[src/design/msd_pkg.sv]
// shared constants and carriers of the memory space decoder
package msd_pkg;
	// register indexes on the plain register port
	localparam logic [7:0] REG_SLOT_PTR = 8'h02;
	localparam logic [7:0] REG_STRAP_STAT = 8'h0B;
	localparam logic [7:0] REG_MAP_CTRL = 8'h0C;
	localparam logic [7:0] REG_DRAM_SIZE = 8'h0D;
	localparam logic [7:0] REG_SEG_AB = 8'h0E;
	localparam logic [7:0] REG_SEG_C = 8'h0F;
	localparam logic [7:0] REG_SEG_D = 8'h10;
	localparam logic [7:0] REG_SEG_EF = 8'h11;
	// memory_map_control field positions
	localparam int MAP_REMAP_BIT = 4;
	localparam int MAP_REL_LO_BIT = 5;
	localparam int MAP_REL_HI_BIT = 6;
	// reset values
	localparam logic [7:0] PTR_RST = 8'hFF;
	localparam logic [7:0] SEG_RST = 8'h00;
	localparam logic [7:0] MAP_RST = 8'h00;
	localparam logic [7:0] SIZE_RST = 8'h01;
	// pointer classes
	localparam logic [7:0] PTR_SRAM = 8'h00;
	localparam logic [7:0] PTR_LOW_MIN = 8'h04;
	localparam logic [7:0] PTR_LOW_MAX = 8'h09;
	localparam logic [7:0] PTR_MID_MIN = 8'h0A;
	localparam logic [7:0] PTR_MID_MAX = 8'h0F;
	localparam logic [7:0] PTR_MID_AS = 8'h10;
	localparam logic [7:0] PTR_SLOT_MAX = 8'hFD;
	// 64K segment bounds on address bits 23..16
	localparam logic [7:0] SEG_640K = 8'h0A;
	localparam logic [7:0] SEG_1M = 8'h10;
	localparam logic [7:0] REMAP_LEN = 8'h06;
	localparam logic [6:0] ROM_TOP_128K = 7'h7F;
	// strap capture delay after reset release
	localparam logic [1:0] STRAP_WAIT = 2'h3;
	// processor memory request, A24 flags beyond 16M
	typedef struct packed {
		logic valid;
		logic write;
		logic wide;
		logic [24:0] addr;
	} msd_req_t;
	// cycle start to the generators
	typedef struct packed {
		logic dram_start;
		logic sram_start;
		logic rom_start;
		logic slot_start;
		logic no_cycle;
		logic split;
		logic [23:0] dram_addr;
	} msd_cyc_t;
endpackage

[src/design/msd_decoder.sv]
// Notes on behaviour
// RL1: pointer zero never starts a DRAM cycle
// RL2: pointer 04h-09h splits base memory with slots
// RL3: window by access codes, beyond 16M nothing
// RL4: pointer 0Ah-0Fh behaves as 10h
// RL5: pointer 10h-FFh keeps base and extended onboard
// RL6: above pointer: slots to FDh, else ROM
// RL7: remap bit moves 384K DRAM to top
// RL8: remap only with 1M to 4M DRAM
// RL9: remap turns all shadowing off
// RL10: relocation bits steer C and E ROM ranges
// RL11: relocation bits loaded from straps at reset
// RL12: relocation bits never touch DRAM addresses
// RL13: straps pick ROM bus and ROM width
// RL14: 8-bit ROM lane fixed, chip select asserted
// RL15: software duplicates bytes for local 8-bit flash
// RL16: ROM writes are never split
// RL17: two-bit codes per 16K or 32K segment
// RL18: every segment code acts on its own
// RL19: code 10 reads DRAM, writes slots
// RL20: software copies ROM using code 01 first
// RL21: code 11 full DRAM, code 00 slots or ROM
// RL22: eight-bit pointer against A23-A16
// RL23: software never writes pointer 01h-03h
//
// The plain strobed port and the placing of the registers were chosen for this implementation.
`timescale 1ns/1ps
module msd_decoder
	import msd_pkg::*;
#(
	parameter int REMAP_MB_MAX = 4
) (
	input wire logic clk,
	input wire logic nrst,
	input wire msd_req_t req,
	input wire logic [7:0] reg_addr,
	input wire logic [7:0] reg_wdata,
	input wire logic reg_wr,
	input wire logic reg_rd,
	input wire logic [1:0] strap_reloc,
	input wire logic strap_rom_slot,
	input wire logic rom_width_strap,
	output msd_cyc_t cyc,
	output logic rom_chip_select_n,
	output logic rom_on_slot_bus,
	output logic rom_8bit,
	output logic rom_lane_hi,
	output logic [7:0] reg_rdata
);
	// remap limit must fit the 4-bit size field
	generate
		if (REMAP_MB_MAX < 1 || REMAP_MB_MAX > 15) begin : g_bad
			$error("REMAP_MB_MAX out of range");
		end
	endgenerate

	localparam logic [7:0] REMAP_MAX = 8'(REMAP_MB_MAX);

	// reset release synchroniser
	logic rst_meta_n_reg;
	logic rst_n_reg;
	// strap synchronisers
	logic [3:0] strap_meta_reg;
	logic [3:0] strap_sync_reg;
	// strap capture sequencing
	logic [1:0] strap_cnt_reg;
	logic strap_done_reg;
	// software registers
	logic [7:0] ptr_reg;
	logic [7:0] seg_ab_reg;
	logic [7:0] seg_c_reg;
	logic [7:0] seg_d_reg;
	logic [7:0] seg_ef_reg;
	logic [7:0] map_reg;
	logic [7:0] size_reg;
	// outputs
	msd_cyc_t cyc_reg;
	logic rom_cs_n_reg;
	logic rom_slot_reg;
	logic rom_8bit_reg;
	logic [7:0] rdata_reg;

	// two-bit access code of the segment holding addr
	function automatic logic [1:0] seg_code(
		input logic [19:14] a,
		input logic [7:0] ab,
		input logic [7:0] c,
		input logic [7:0] d,
		input logic [7:0] ef
	);
		logic [7:0] r;
		logic [1:0] i;
		r = ab;
		i = a[16:15];
		// 16K granules in C and D, 32K elsewhere
		case (a[19:17])
			// A and B share one register
			3'h5: begin
				r = ab;
				i = a[16:15];
			end
			// C and D pick their register by bit 16
			3'h6: begin
				r = a[16] ? d : c;
				i = a[15:14];
			end
			// E and F share one register
			3'h7: begin
				r = ef;
				i = a[16:15];
			end
			// outside the window the code goes unused
			default: begin
				r = ab;
				i = a[16:15];
			end
		endcase
		seg_code = r[2*i +: 2]; // RL17 RL18
	endfunction

	// does the default map place addr in ROM
	function automatic logic rom_space(
		input logic [19:15] a,
		input logic [1:0] rel
	);
		logic hit;
		hit = 1'b0;
		case (a[19:15])
			// system BIOS range answers as ROM whatever the bits
			5'h1E: hit = 1'b1; // RL10
			5'h1F: hit = 1'b1;
			5'h1C: hit = (rel == 2'b00); // RL10
			5'h1D: hit = (rel == 2'b00) || (rel == 2'b10);
			5'h18: hit = rel[1]; // RL10
			5'h19: hit = (rel == 2'b11);
			default: hit = 1'b0;
		endcase
		rom_space = hit;
	endfunction

	// reset release through two flops
	always_ff @(posedge clk or negedge nrst) begin
		// pin low clears both stages at once
		if (!nrst) begin
			rst_meta_n_reg <= 1'b0;
			rst_n_reg <= 1'b0;
		end else begin
			// ones ripple through, release two edges later
			rst_meta_n_reg <= 1'b1;
			rst_n_reg <= rst_meta_n_reg;
		end
	end

	// strap pins pass two flops
	always_ff @(posedge clk or negedge rst_n_reg) begin
		if (!rst_n_reg) begin
			strap_meta_reg <= 4'h0;
			strap_sync_reg <= 4'h0;
		end else begin
			// first stage only feeds the second
			strap_meta_reg <= {rom_width_strap, strap_rom_slot, strap_reloc};
			strap_sync_reg <= strap_meta_reg;
		end
	end

	// strap fields after synchronising
	wire [1:0] strap_rel = strap_sync_reg[1:0];
	wire strap_slot = strap_sync_reg[2];
	wire strap_wide = strap_sync_reg[3];

	// capture fires once, after the sync pipe settles
	wire strap_take = !strap_done_reg && (strap_cnt_reg == STRAP_WAIT);
	wire [1:0] strap_cnt_next = strap_done_reg ? strap_cnt_reg
		: 2'(strap_cnt_reg + 2'h1);

	// register write decode
	wire wr_ptr = reg_wr && (reg_addr == REG_SLOT_PTR);
	wire wr_ab = reg_wr && (reg_addr == REG_SEG_AB);
	wire wr_c = reg_wr && (reg_addr == REG_SEG_C);
	wire wr_d = reg_wr && (reg_addr == REG_SEG_D);
	wire wr_ef = reg_wr && (reg_addr == REG_SEG_EF);
	wire wr_map = reg_wr && (reg_addr == REG_MAP_CTRL);
	wire wr_size = reg_wr && (reg_addr == REG_DRAM_SIZE);
	// status index has no write decode, so it stays read-only

	// map control next value; software write beats the strap load
	wire [7:0] map_strap = {map_reg[7], strap_rel, map_reg[4:0]};
	wire [7:0] map_next = wr_map ? reg_wdata
		: strap_take ? map_strap : map_reg; // RL11

	// strap capture and ROM placement
	always_ff @(posedge clk or negedge rst_n_reg) begin
		if (!rst_n_reg) begin
			// ROM placement defaults until the straps are taken
			strap_cnt_reg <= 2'h0;
			strap_done_reg <= 1'b0;
			rom_slot_reg <= 1'b0;
			rom_8bit_reg <= 1'b0;
		end else begin
			strap_cnt_reg <= strap_cnt_next;
			// one-time load, later strap changes are ignored
			if (strap_take) begin
				strap_done_reg <= 1'b1;
				rom_slot_reg <= strap_slot; // RL13
				rom_8bit_reg <= !strap_wide; // RL13
			end
		end
	end

	// software registers
	always_ff @(posedge clk or negedge rst_n_reg) begin
		if (!rst_n_reg) begin
			// power-on values
			ptr_reg <= PTR_RST;
			seg_ab_reg <= SEG_RST;
			seg_c_reg <= SEG_RST;
			seg_d_reg <= SEG_RST;
			seg_ef_reg <= SEG_RST;
			map_reg <= MAP_RST;
			size_reg <= SIZE_RST;
		end else begin
			// slot boundary pointer
			if (wr_ptr) begin
				ptr_reg <= reg_wdata; // RL22
			end
			// A and B segment codes
			if (wr_ab) begin
				seg_ab_reg <= reg_wdata;
			end
			// C segment codes
			if (wr_c) begin
				seg_c_reg <= reg_wdata;
			end
			// D segment codes
			if (wr_d) begin
				seg_d_reg <= reg_wdata;
			end
			// E and F segment codes
			if (wr_ef) begin
				seg_ef_reg <= reg_wdata;
			end
			// map control also takes the strap load
			map_reg <= map_next;
			// installed DRAM in megabytes
			if (wr_size) begin
				size_reg <= reg_wdata;
			end
		end
	end

	// control fields
	wire [1:0] rel = {map_reg[MAP_REL_HI_BIT], map_reg[MAP_REL_LO_BIT]};
	wire remap_bit = map_reg[MAP_REMAP_BIT];

	// remap only for 1M to 4M of DRAM
	wire size_ok = (size_reg >= 8'h01) && (size_reg <= REMAP_MAX); // RL8
	wire remap_on = remap_bit && size_ok; // RL7

	// pointer normalisation
	wire ptr_mid = (ptr_reg >= PTR_MID_MIN) && (ptr_reg <= PTR_MID_MAX);
	wire [7:0] ptr_eff = ptr_mid ? PTR_MID_AS : ptr_reg; // RL4
	wire ptr_low = (ptr_eff >= PTR_LOW_MIN) && (ptr_eff <= PTR_LOW_MAX);
	wire ptr_zero = (ptr_reg == PTR_SRAM);

	// address classes, 64K granules
	wire [7:0] a_seg = req.addr[23:16];
	wire above_16m = req.addr[24];
	wire in_base = (a_seg < SEG_640K);
	wire in_win = (a_seg >= SEG_640K) && (a_seg < SEG_1M);
	wire top_rom = (req.addr[23:17] == ROM_TOP_128K);
	wire below_ptr = (a_seg < ptr_eff); // RL22

	// remapped window above the top of DRAM
	wire [7:0] top_seg = {size_reg[3:0], 4'h0};
	wire [7:0] top_end = 8'(top_seg + REMAP_LEN);
	wire in_remap = remap_on && (a_seg >= top_seg) && (a_seg < top_end);
	wire [7:0] remap_seg = 8'(a_seg - top_seg + SEG_640K); // RL7

	// shadow code of the window segment
	wire [1:0] raw_code = seg_code(req.addr[19:14], seg_ab_reg,
		seg_c_reg, seg_d_reg, seg_ef_reg);
	wire [1:0] code = remap_on ? 2'b00 : raw_code; // RL9

	// write uses low code bit, read high; 11 full DRAM
	wire win_dram = req.write ? code[0] : code[1]; // RL19 RL21
	wire win_rom_map = rom_space(req.addr[19:15], rel);
	// code 10 sends writes to the slot bus, never to ROM
	wire shadow_wr_slot = req.write && (code == 2'b10); // RL19
	wire win_rom = !win_dram && !shadow_wr_slot
		&& (win_rom_map || top_rom); // RL21

	// board choice per region
	wire base_board = ptr_low ? below_ptr : 1'b1; // RL2 RL5
	wire ext_board = !ptr_low && below_ptr; // RL5
	wire ext_rom = top_rom || (!ptr_low && !below_ptr
		&& (ptr_eff > PTR_SLOT_MAX)); // RL6

	// target resolution
	wire t_none = !req.valid || above_16m; // RL3
	wire t_board = !t_none && (in_remap
		|| (in_base && base_board)
		|| (in_win && win_dram)
		|| (!in_base && !in_win && ext_board && !top_rom));
	wire t_rom = !t_none && !in_remap && !t_board
		&& ((in_win && win_rom) || (!in_base && !in_win && ext_rom));
	// whatever is left lands on the slot bus
	wire t_slot = !t_none && !t_board && !t_rom; // RL2 RL6

	// DRAM address, relocation bits play no part
	wire [23:0] dram_addr = in_remap ? {remap_seg, req.addr[15:0]}
		: req.addr[23:0]; // RL12

	// next cycle record
	msd_cyc_t cyc_next;
	// bank selects stay off with pointer zero
	assign cyc_next.dram_start = t_board && !ptr_zero; // RL1
	assign cyc_next.sram_start = t_board && ptr_zero; // RL1
	assign cyc_next.rom_start = t_rom; // RL14
	assign cyc_next.slot_start = t_slot;
	assign cyc_next.no_cycle = req.valid && above_16m; // RL3
	// only ROM reads split; writes stay single wide
	assign cyc_next.split = t_rom && rom_8bit_reg && req.wide
		&& !req.write; // RL16
	assign cyc_next.dram_addr = t_board ? dram_addr : 24'h000000;

	// read data selection
	wire [7:0] strap_stat = {5'h00, remap_on, rom_8bit_reg, rom_slot_reg};
	wire [7:0] rdata_next =
		!reg_rd ? 8'h00
		: (reg_addr == REG_SLOT_PTR) ? ptr_reg
		: (reg_addr == REG_SEG_AB) ? seg_ab_reg
		: (reg_addr == REG_SEG_C) ? seg_c_reg
		: (reg_addr == REG_SEG_D) ? seg_d_reg
		: (reg_addr == REG_SEG_EF) ? seg_ef_reg
		: (reg_addr == REG_MAP_CTRL) ? map_reg
		: (reg_addr == REG_DRAM_SIZE) ? size_reg
		: (reg_addr == REG_STRAP_STAT) ? strap_stat
		: 8'h00;

	// cycle outputs, one clock after the request
	always_ff @(posedge clk or negedge rst_n_reg) begin
		if (!rst_n_reg) begin
			// idle record, chip select high
			cyc_reg <= '0;
			rom_cs_n_reg <= 1'b1;
			rdata_reg <= 8'h00;
		end else begin
			// a fresh record every clock
			cyc_reg <= cyc_next;
			rom_cs_n_reg <= !t_rom; // RL14
			rdata_reg <= rdata_next;
		end
	end

	// upper local byte only for 8-bit ROM on local bus
	// no byte steering here; software duplicates data
	logic lane_hi_reg;
	always_ff @(posedge clk or negedge rst_n_reg) begin
		if (!rst_n_reg) begin
			lane_hi_reg <= 1'b0;
		end else begin
			// follows the captured straps one clock later
			lane_hi_reg <= rom_8bit_reg && !rom_slot_reg; // RL14 RL15
		end
	end

	// port drive
	assign cyc = cyc_reg;
	assign rom_chip_select_n = rom_cs_n_reg;
	assign rom_on_slot_bus = rom_slot_reg;
	assign rom_8bit = rom_8bit_reg;
	assign rom_lane_hi = lane_hi_reg;
	assign reg_rdata = rdata_reg;
endmodule

[config.mk]
export PLATFORM = sky130hd
export DESIGN_NAME = msd_decoder
export DESIGN_NICKNAME = d
export VERILOG_FILES = /design/src/design/msd_pkg.sv /design/src/design/msd_decoder.sv
export SDC_FILE = /design/constraint.sdc
export NUM_CORES = 1
export LEC_CHECK = 0
export BUFFER_PORTS_ARGS = -buffer_cell sky130_fd_sc_hd__buf_4
export CORE_MARGIN = 8
export CORE_UTILIZATION = 55
export CTS_CLUSTER_SIZE = 14
export DETAILED_ROUTE_END_ITERATION = 16
export GPL_TIMING_DRIVEN = 0
export PLACE_DENSITY = 0.82
export SYNTH_ARGS = -nofsm -noshare
export SYNTH_HDL_FRONTEND = slang
export SYNTH_SLANG_ARGS = --single-unit
export TNS_END_PERCENT = 30
[constraint.sdc]
create_clock -name clk -period 5.4 [get_ports clk]
set_clock_uncertainty 0.05 [all_clocks]
set_input_delay 0.54 -clock clk [delete_from_list [all_inputs] [get_ports clk]]
set_output_delay 0.54 -clock clk [all_outputs]
set_load 0.1 [all_outputs]
Yosys cells after proc, flatten, opt, wreduce, memory -nomap -nowiden. Cells that the tools add are included.

Register bits after elaboration: 111. Input bits: 52. Output and inout port bits: 42. Logic and storage cells: 156.

Add/subtract/negate cells: 4. Order comparisons: 13. Equality and inequality tests: 21. Shifts and indexed selects: 1. Mux-type cells: 21. Reductions and logical operators: 70.

Operators with widths (number): 2-to-1 mux 8 bit (11); 2-to-1 mux 24 bit (2); logical AND 1 bit (41); == test 8 x 4 -> 1 bit, second input constant (5); == test 5 bit, second input constant (6); logical NOT 1 bit (17); == test 8 x 5 -> 1 bit, second input constant (2); greater-or-equal comparator 8 x 4 -> 1 bit, second input constant (2); less-or-equal comparator 8 x 4 -> 1 bit, second input constant (2); less-than comparator 8 bit (2); case mux 8 bit (2 select lines) (1); adder 8 x 3 -> 8 bit, second input constant (1); adder 8 x 4 -> 8 bit, second input constant (1); == test 2 bit, second input constant (4); == test 8 x 2 -> 1 bit, second input constant (1); greater-or-equal comparator 8 x 1 -> 1 bit, second input constant (1); greater-or-equal comparator 8 x 3 -> 1 bit, second input constant (1); greater-or-equal comparator 8 bit (1); > comparator 8 bit, second input constant (1); less-or-equal comparator 8 x 3 -> 1 bit, second input constant (1); logical NOT 8 bit (1); logical OR 1 bit (8); less-than comparator 8 x 4 -> 1 bit, second input constant (1); less-than comparator 8 x 5 -> 1 bit, second input constant (1); 13 further kinds (16).

Longest topological paths before layout.
Word-level depth: 17. Mapped depth: 14. Mapped depth without buffers: 12.

Worst setup path before layout. Ideal clock, no wire load.

Path type: reg2reg. Start point: register ptr_reg[5]. End point: register rom_cs_n_reg (netlist: rom_chip_select_n). Library setup time: 0.088 ns. Arrival time: 2.603 ns. Data required time: 5.262 ns. Setup slack: 2.659 ns. Cell stages (with the launch flop): 14. Path buffers: 2. Clock period less this slack: 2.741 ns. Cells stage by stage: dfstp_2 > or4_1 > buf_2 > nor2_1 > nor2_1 > ha_1 > nand4_1 > o21bai_1 > a221oi_1 > o21bai_1 > a21oi_2 > o221ai_2 > buf_2 > or3_1.

Word-level cells in the longest chain between the ends: 15. Elaborated cells between the ends (all ways): 29. Those cells by class: order compare: 6; mux: 2; reduce/logical: 21.

RTL lines: from (decl) (RTL line msd_decoder.sv:69) `logic [7:0] ptr_reg;`; from (signal assigned) (RTL line msd_decoder.sv:224) `ptr_reg <= reg_wdata;`; greater-or-equal comparator 8 x 4 -> 1 bit or less-or-equal comparator 8 x 4 -> 1 bit (tied branches) (RTL line msd_decoder.sv:260) `wire ptr_mid = (ptr_reg >= PTR_MID_MIN) && (ptr_reg <= PTR_MID_MAX);`; logical AND 1 bit (RTL line msd_decoder.sv:260); 2-to-1 mux 8 bit * (RTL line msd_decoder.sv:261) `wire [7:0] ptr_eff = ptr_mid ? PTR_MID_AS : ptr_reg;`; greater-or-equal comparator 8 x 3 -> 1 bit or less-or-equal comparator 8 x 4 -> 1 bit (tied branches) (RTL line msd_decoder.sv:262) `wire ptr_low = (ptr_eff >= PTR_LOW_MIN) && (ptr_eff <= PTR_LOW_MAX);`; logical AND 1 bit (RTL line msd_decoder.sv:262); 2-to-1 mux 1 bit or logical NOT 1 bit (tied branches) (RTL line msd_decoder.sv:293, msd_decoder.sv:294, msd_decoder.sv:295); logical AND 1 bit, on equally long branches (RTL line msd_decoder.sv:301, msd_decoder.sv:294); logical OR 1 bit or logical AND 1 bit (tied branches) (RTL line msd_decoder.sv:301, msd_decoder.sv:303); logical OR 1 bit or logical AND 1 bit (tied branches) (RTL line msd_decoder.sv:302, msd_decoder.sv:303); logical OR 1 bit (RTL line msd_decoder.sv:303) `|| (!in_base && !in_win && ext_board && !top_rom));`; logical AND 1 bit (RTL line msd_decoder.sv:300) `wire t_board = !t_none && (in_remap`; logical NOT 1 bit (RTL line msd_decoder.sv:304) `wire t_rom = !t_none && !in_remap && !t_board`; logical AND 1 bit (RTL line msd_decoder.sv:304); logical AND 1 bit * (RTL line msd_decoder.sv:305) `&& ((in_win && win_rom) || (!in_base && !in_win && ext_rom));`; logical NOT 1 bit * (RTL line msd_decoder.sv:350) `rom_cs_n_reg <= !t_rom;`; to (signal assigned) (RTL line msd_decoder.sv:350); to (decl) (RTL line msd_decoder.sv:78) `logic rom_cs_n_reg;`.

Every way passes the cells marked *; elsewhere a longest branch is shown, timed or not. A chain may end at the register's enable or synchronous reset.

==> results.md <==
* Share of cells above drive strength 1 at 0.282
* Number of flip-flops in the largest register at 30
* Htree depth at 3
* CP top delay family: compound AO/OA/AOI/OAI gates
* # setup viols final at 0
* PortBufs at 91
* Setup Fix Bufs, Post-CTS at 0
* Worst-Skew Late Latency at 380 ps
* Status: completed
* # fillers at 790
* Initial Util at 0.557
* Hold WC Path Type: in -> reg
* Power, Total at 1.73 mW
* Relative slew slack at 0.418
* CP Capture Type: flip-flop
* Peak per-stage delay on the critical path at 500 ps
* Unrepaired setup endpoints after global routing: false
* Number of flops mapped to enable cells by yosys at 0
* Drt drc at 0
* Syn_area_per_cell at 11.3 um^2
* Mapped Nets at 578
* VDD IR max at 0.000207 V
* Setup CP Type: reg -> reg
* Vias at 4426
* Startpoint Class: flip-flop
* DIE WIDTH at 117 um
* GP Congestion at 0.907
* Crit Path Max Fanout at 10
* Final total negative setup slack at 0 ps
* Share of the synthesized area in the top cell type at 0.447
* Via/cell ratio at 5.93
* Final Critical Period at 3150 ps
* Total CTS buffers at 9
* WL final at 14900 um
* Die height at 117 um
* Arr. time, crit path at 3390 ps
* Placed cells at 730
* Resized Gates After CTS at 0
* Area of the multi-input gates at 2670 um^2
* Synth Flop Type: dfrtp_1
* Synth cell types at 60
* Critical-path cell list: or4_1 -> buf_2 -> o21ai_0 -> ha_1 -> a21oi_1 -> o21bai_1 -> a221oi_1 -> o21bai_1 -> a21oi_2 -> o221ai_2 -> clkbuf_1 -> nor3b_1
* Dpl hpwl at 11500 um
* Mapped Area at 5650 um^2
* CTS clk-pin slew, worst paths at 110 ps
* Top-Level Pins at 94
* Pin count of the biggest net entering global routing at 75
* Cells after Synth at 502
* Initial DRC Count at 314
* Placed cell area at 6540 um^2
* Core box area at 10100 um^2
* CTS tree: built
* Critical path's slowest cell: or4_1
* F_max at 317 MHz
* Max Transition Viols Final at 0
* Max_cap viols at 0
* Ys async rst share at 1.00
* First-pass GRT wire length at 23900 um
* #FFs+latches synth at 111
* Yosys top cell by area: dfrtp_1
* Largest cells by area after synthesis: dfrtp_1 45%, mux2_2 7.0%, mux2_1 5.0%
* Root Driver: clkbuf_8
* # clock sinks at 111
* Final std cells w/o fill at 747
* Bufs on Longest Clock Path at 2
* GRT Resource Usage Total at 0.216
* Synth-to-layout area growth at 19.8%
* Worst Tran Pin Value at 866 ps
* Syn. warnings at 0
* Commonest cells after routing, fill and taps aside: 100 x dfrtp_1, 91 x buf_4, 39 x nand2_1, 35 x mux2_2
* Seq/Total Area, Yosys at 0.494
* Power Dens Cells at 256 nW/um^2
* Cell area after layout at 6770 um^2
* Most common cell on crit path: o21bai_1
* Gr ovfl total at 0
* Detailed Routing Iterations Pass 1 at 5
* DRT antenna net count at 0
* Die area at 13800 um^2
* Crit share post-route at 0.584
* Number of global-route vias before repair at 4585
* Register area at 2790 um^2
* Fin. Hold Viols at 0
* Num rows at 37
* Initial antenna violation count at 0
* Crit path buf inv count at 2
* Leak at 3.25 nW
* Commonest non-fill, non-tap cell in the layout: dfrtp_1
* Wirelength per Cell at 20.0 um
* Layout Nets at 682
* WP data required at 5640 ps
* Inserted Diodes at 0
## report_power, final
part	internal (mW)	switching (mW)
clock	0.265	0.287
sequential	0.866	0.0331
combinational	0.107	0.175
## routing by layer
metal  wire length, um  GRT usage
met2              6930      0.347
met5                 0          0
met3              1060     0.0595
met1              6560      0.272
met4               352     0.0803
## layout make-up
type	count	share of cell area
Clock buffer	10	0.0189
Sequential cell	111	0.413
Multi-Input combinational cell	343	0.395
Inverter	23	0.0128
Tap cell	136	0.0251
Buffer	25	0.0148
Clock inverter	6	0.0139
Timing Repair Buffer	93	0.107
## cell usage after synthesis (3+ instances only)
| library cell | count |
|---|---|
| o211ai_1 | 3 |
| nand2_1 | 39 |
| xnor2_1 | 7 |
| clkbuf_1 | 20 |
| nand3b_1 | 4 |
| or3_1 | 5 |
| nand4_1 | 7 |
| mux4_2 | 4 |
| a31oi_1 | 4 |
| a22o_1 | 3 |
| mux2i_1 | 9 |
| nor4b_1 | 3 |
| or4_1 | 4 |
| ha_1 | 22 |
| o2111a_1 | 3 |
| mux2_1 | 25 |
| inv_1 | 22 |
| nand2b_1 | 7 |
| nand3_1 | 7 |
| and2_1 | 3 |
| nor2_1 | 16 |
| dfstp_2 | 10 |
| a22oi_1 | 3 |
| a221oi_1 | 8 |
| a21oi_1 | 21 |
| mux2_2 | 35 |
| buf_2 | 5 |
| and3_1 | 26 |
| nor2b_1 | 5 |
| o21ai_0 | 26 |
| o221ai_1 | 4 |
| dfrtp_1 | 101 |
| o21bai_1 | 3 |
## metrics by stage
stage / util / hold WS, ps / setup slack [ps]
floorplan: - / 194 / 2050
global placement: 0.641 / 272 / 1020
detailed placement: 0.645 / 257 / 2250
CTS: 0.667 / 200 / 2240
global route: 0.667 / 193 / 2070
finish: 0.667 / 203 / 2250
## path summary, 6_finish.rpt
path | endpoint | slack, ps | cells past startpoint | from
worst max register to register | cyc[29] | 2250 | 12 | ptr_reg[5]
min in group asynchronous | strap_meta_reg[3] | 240 | 0 | rst_n_reg
worst max-delay path | cyc[29] | 2250 | 12 | ptr_reg[5]
max in group asynchronous | rom_chip_select_n | 4310 | 1 | rst_n_reg
worst min-delay path | strap_meta_reg[3] | 200 | 1 | rom_width_strap
worst min register to register | strap_meta_reg[3] | 240 | 0 | rst_n_reg
## logic make-up (layout without fill, tap and decap cells)
group,Yosys count,after routing,share of synthesized area
xor+xnor,7,7,0.0109
fa+ha+maj,24,24,0.0558
simple gates,141,141,0.138
compound gates,97,97,0.116
mux,73,73,0.151
other cells,1,1,0.000664
buf+inv,48,157,0.0330
flops,111,111,0.494
## worst register-to-register path, stage by stage, from the launching register on
cell and delay, ps:
dfstp_2 400, or4_1 500, buf_2 160, o21ai_0 170, ha_1 260, a21oi_1 170, o21bai_1 90, a221oi_1 370
o21bai_1 200, a21oi_2 90, o221ai_2 100, clkbuf_1 290, nor3b_1 230
## timing repair
action / CTS / global route
endpoints found under the hold margin: 2 / 0
endpoints found under the setup margin: 0 / 0
hold buffers: 1 / 0
Note: power is estimated with default switching activity, not from simulation.
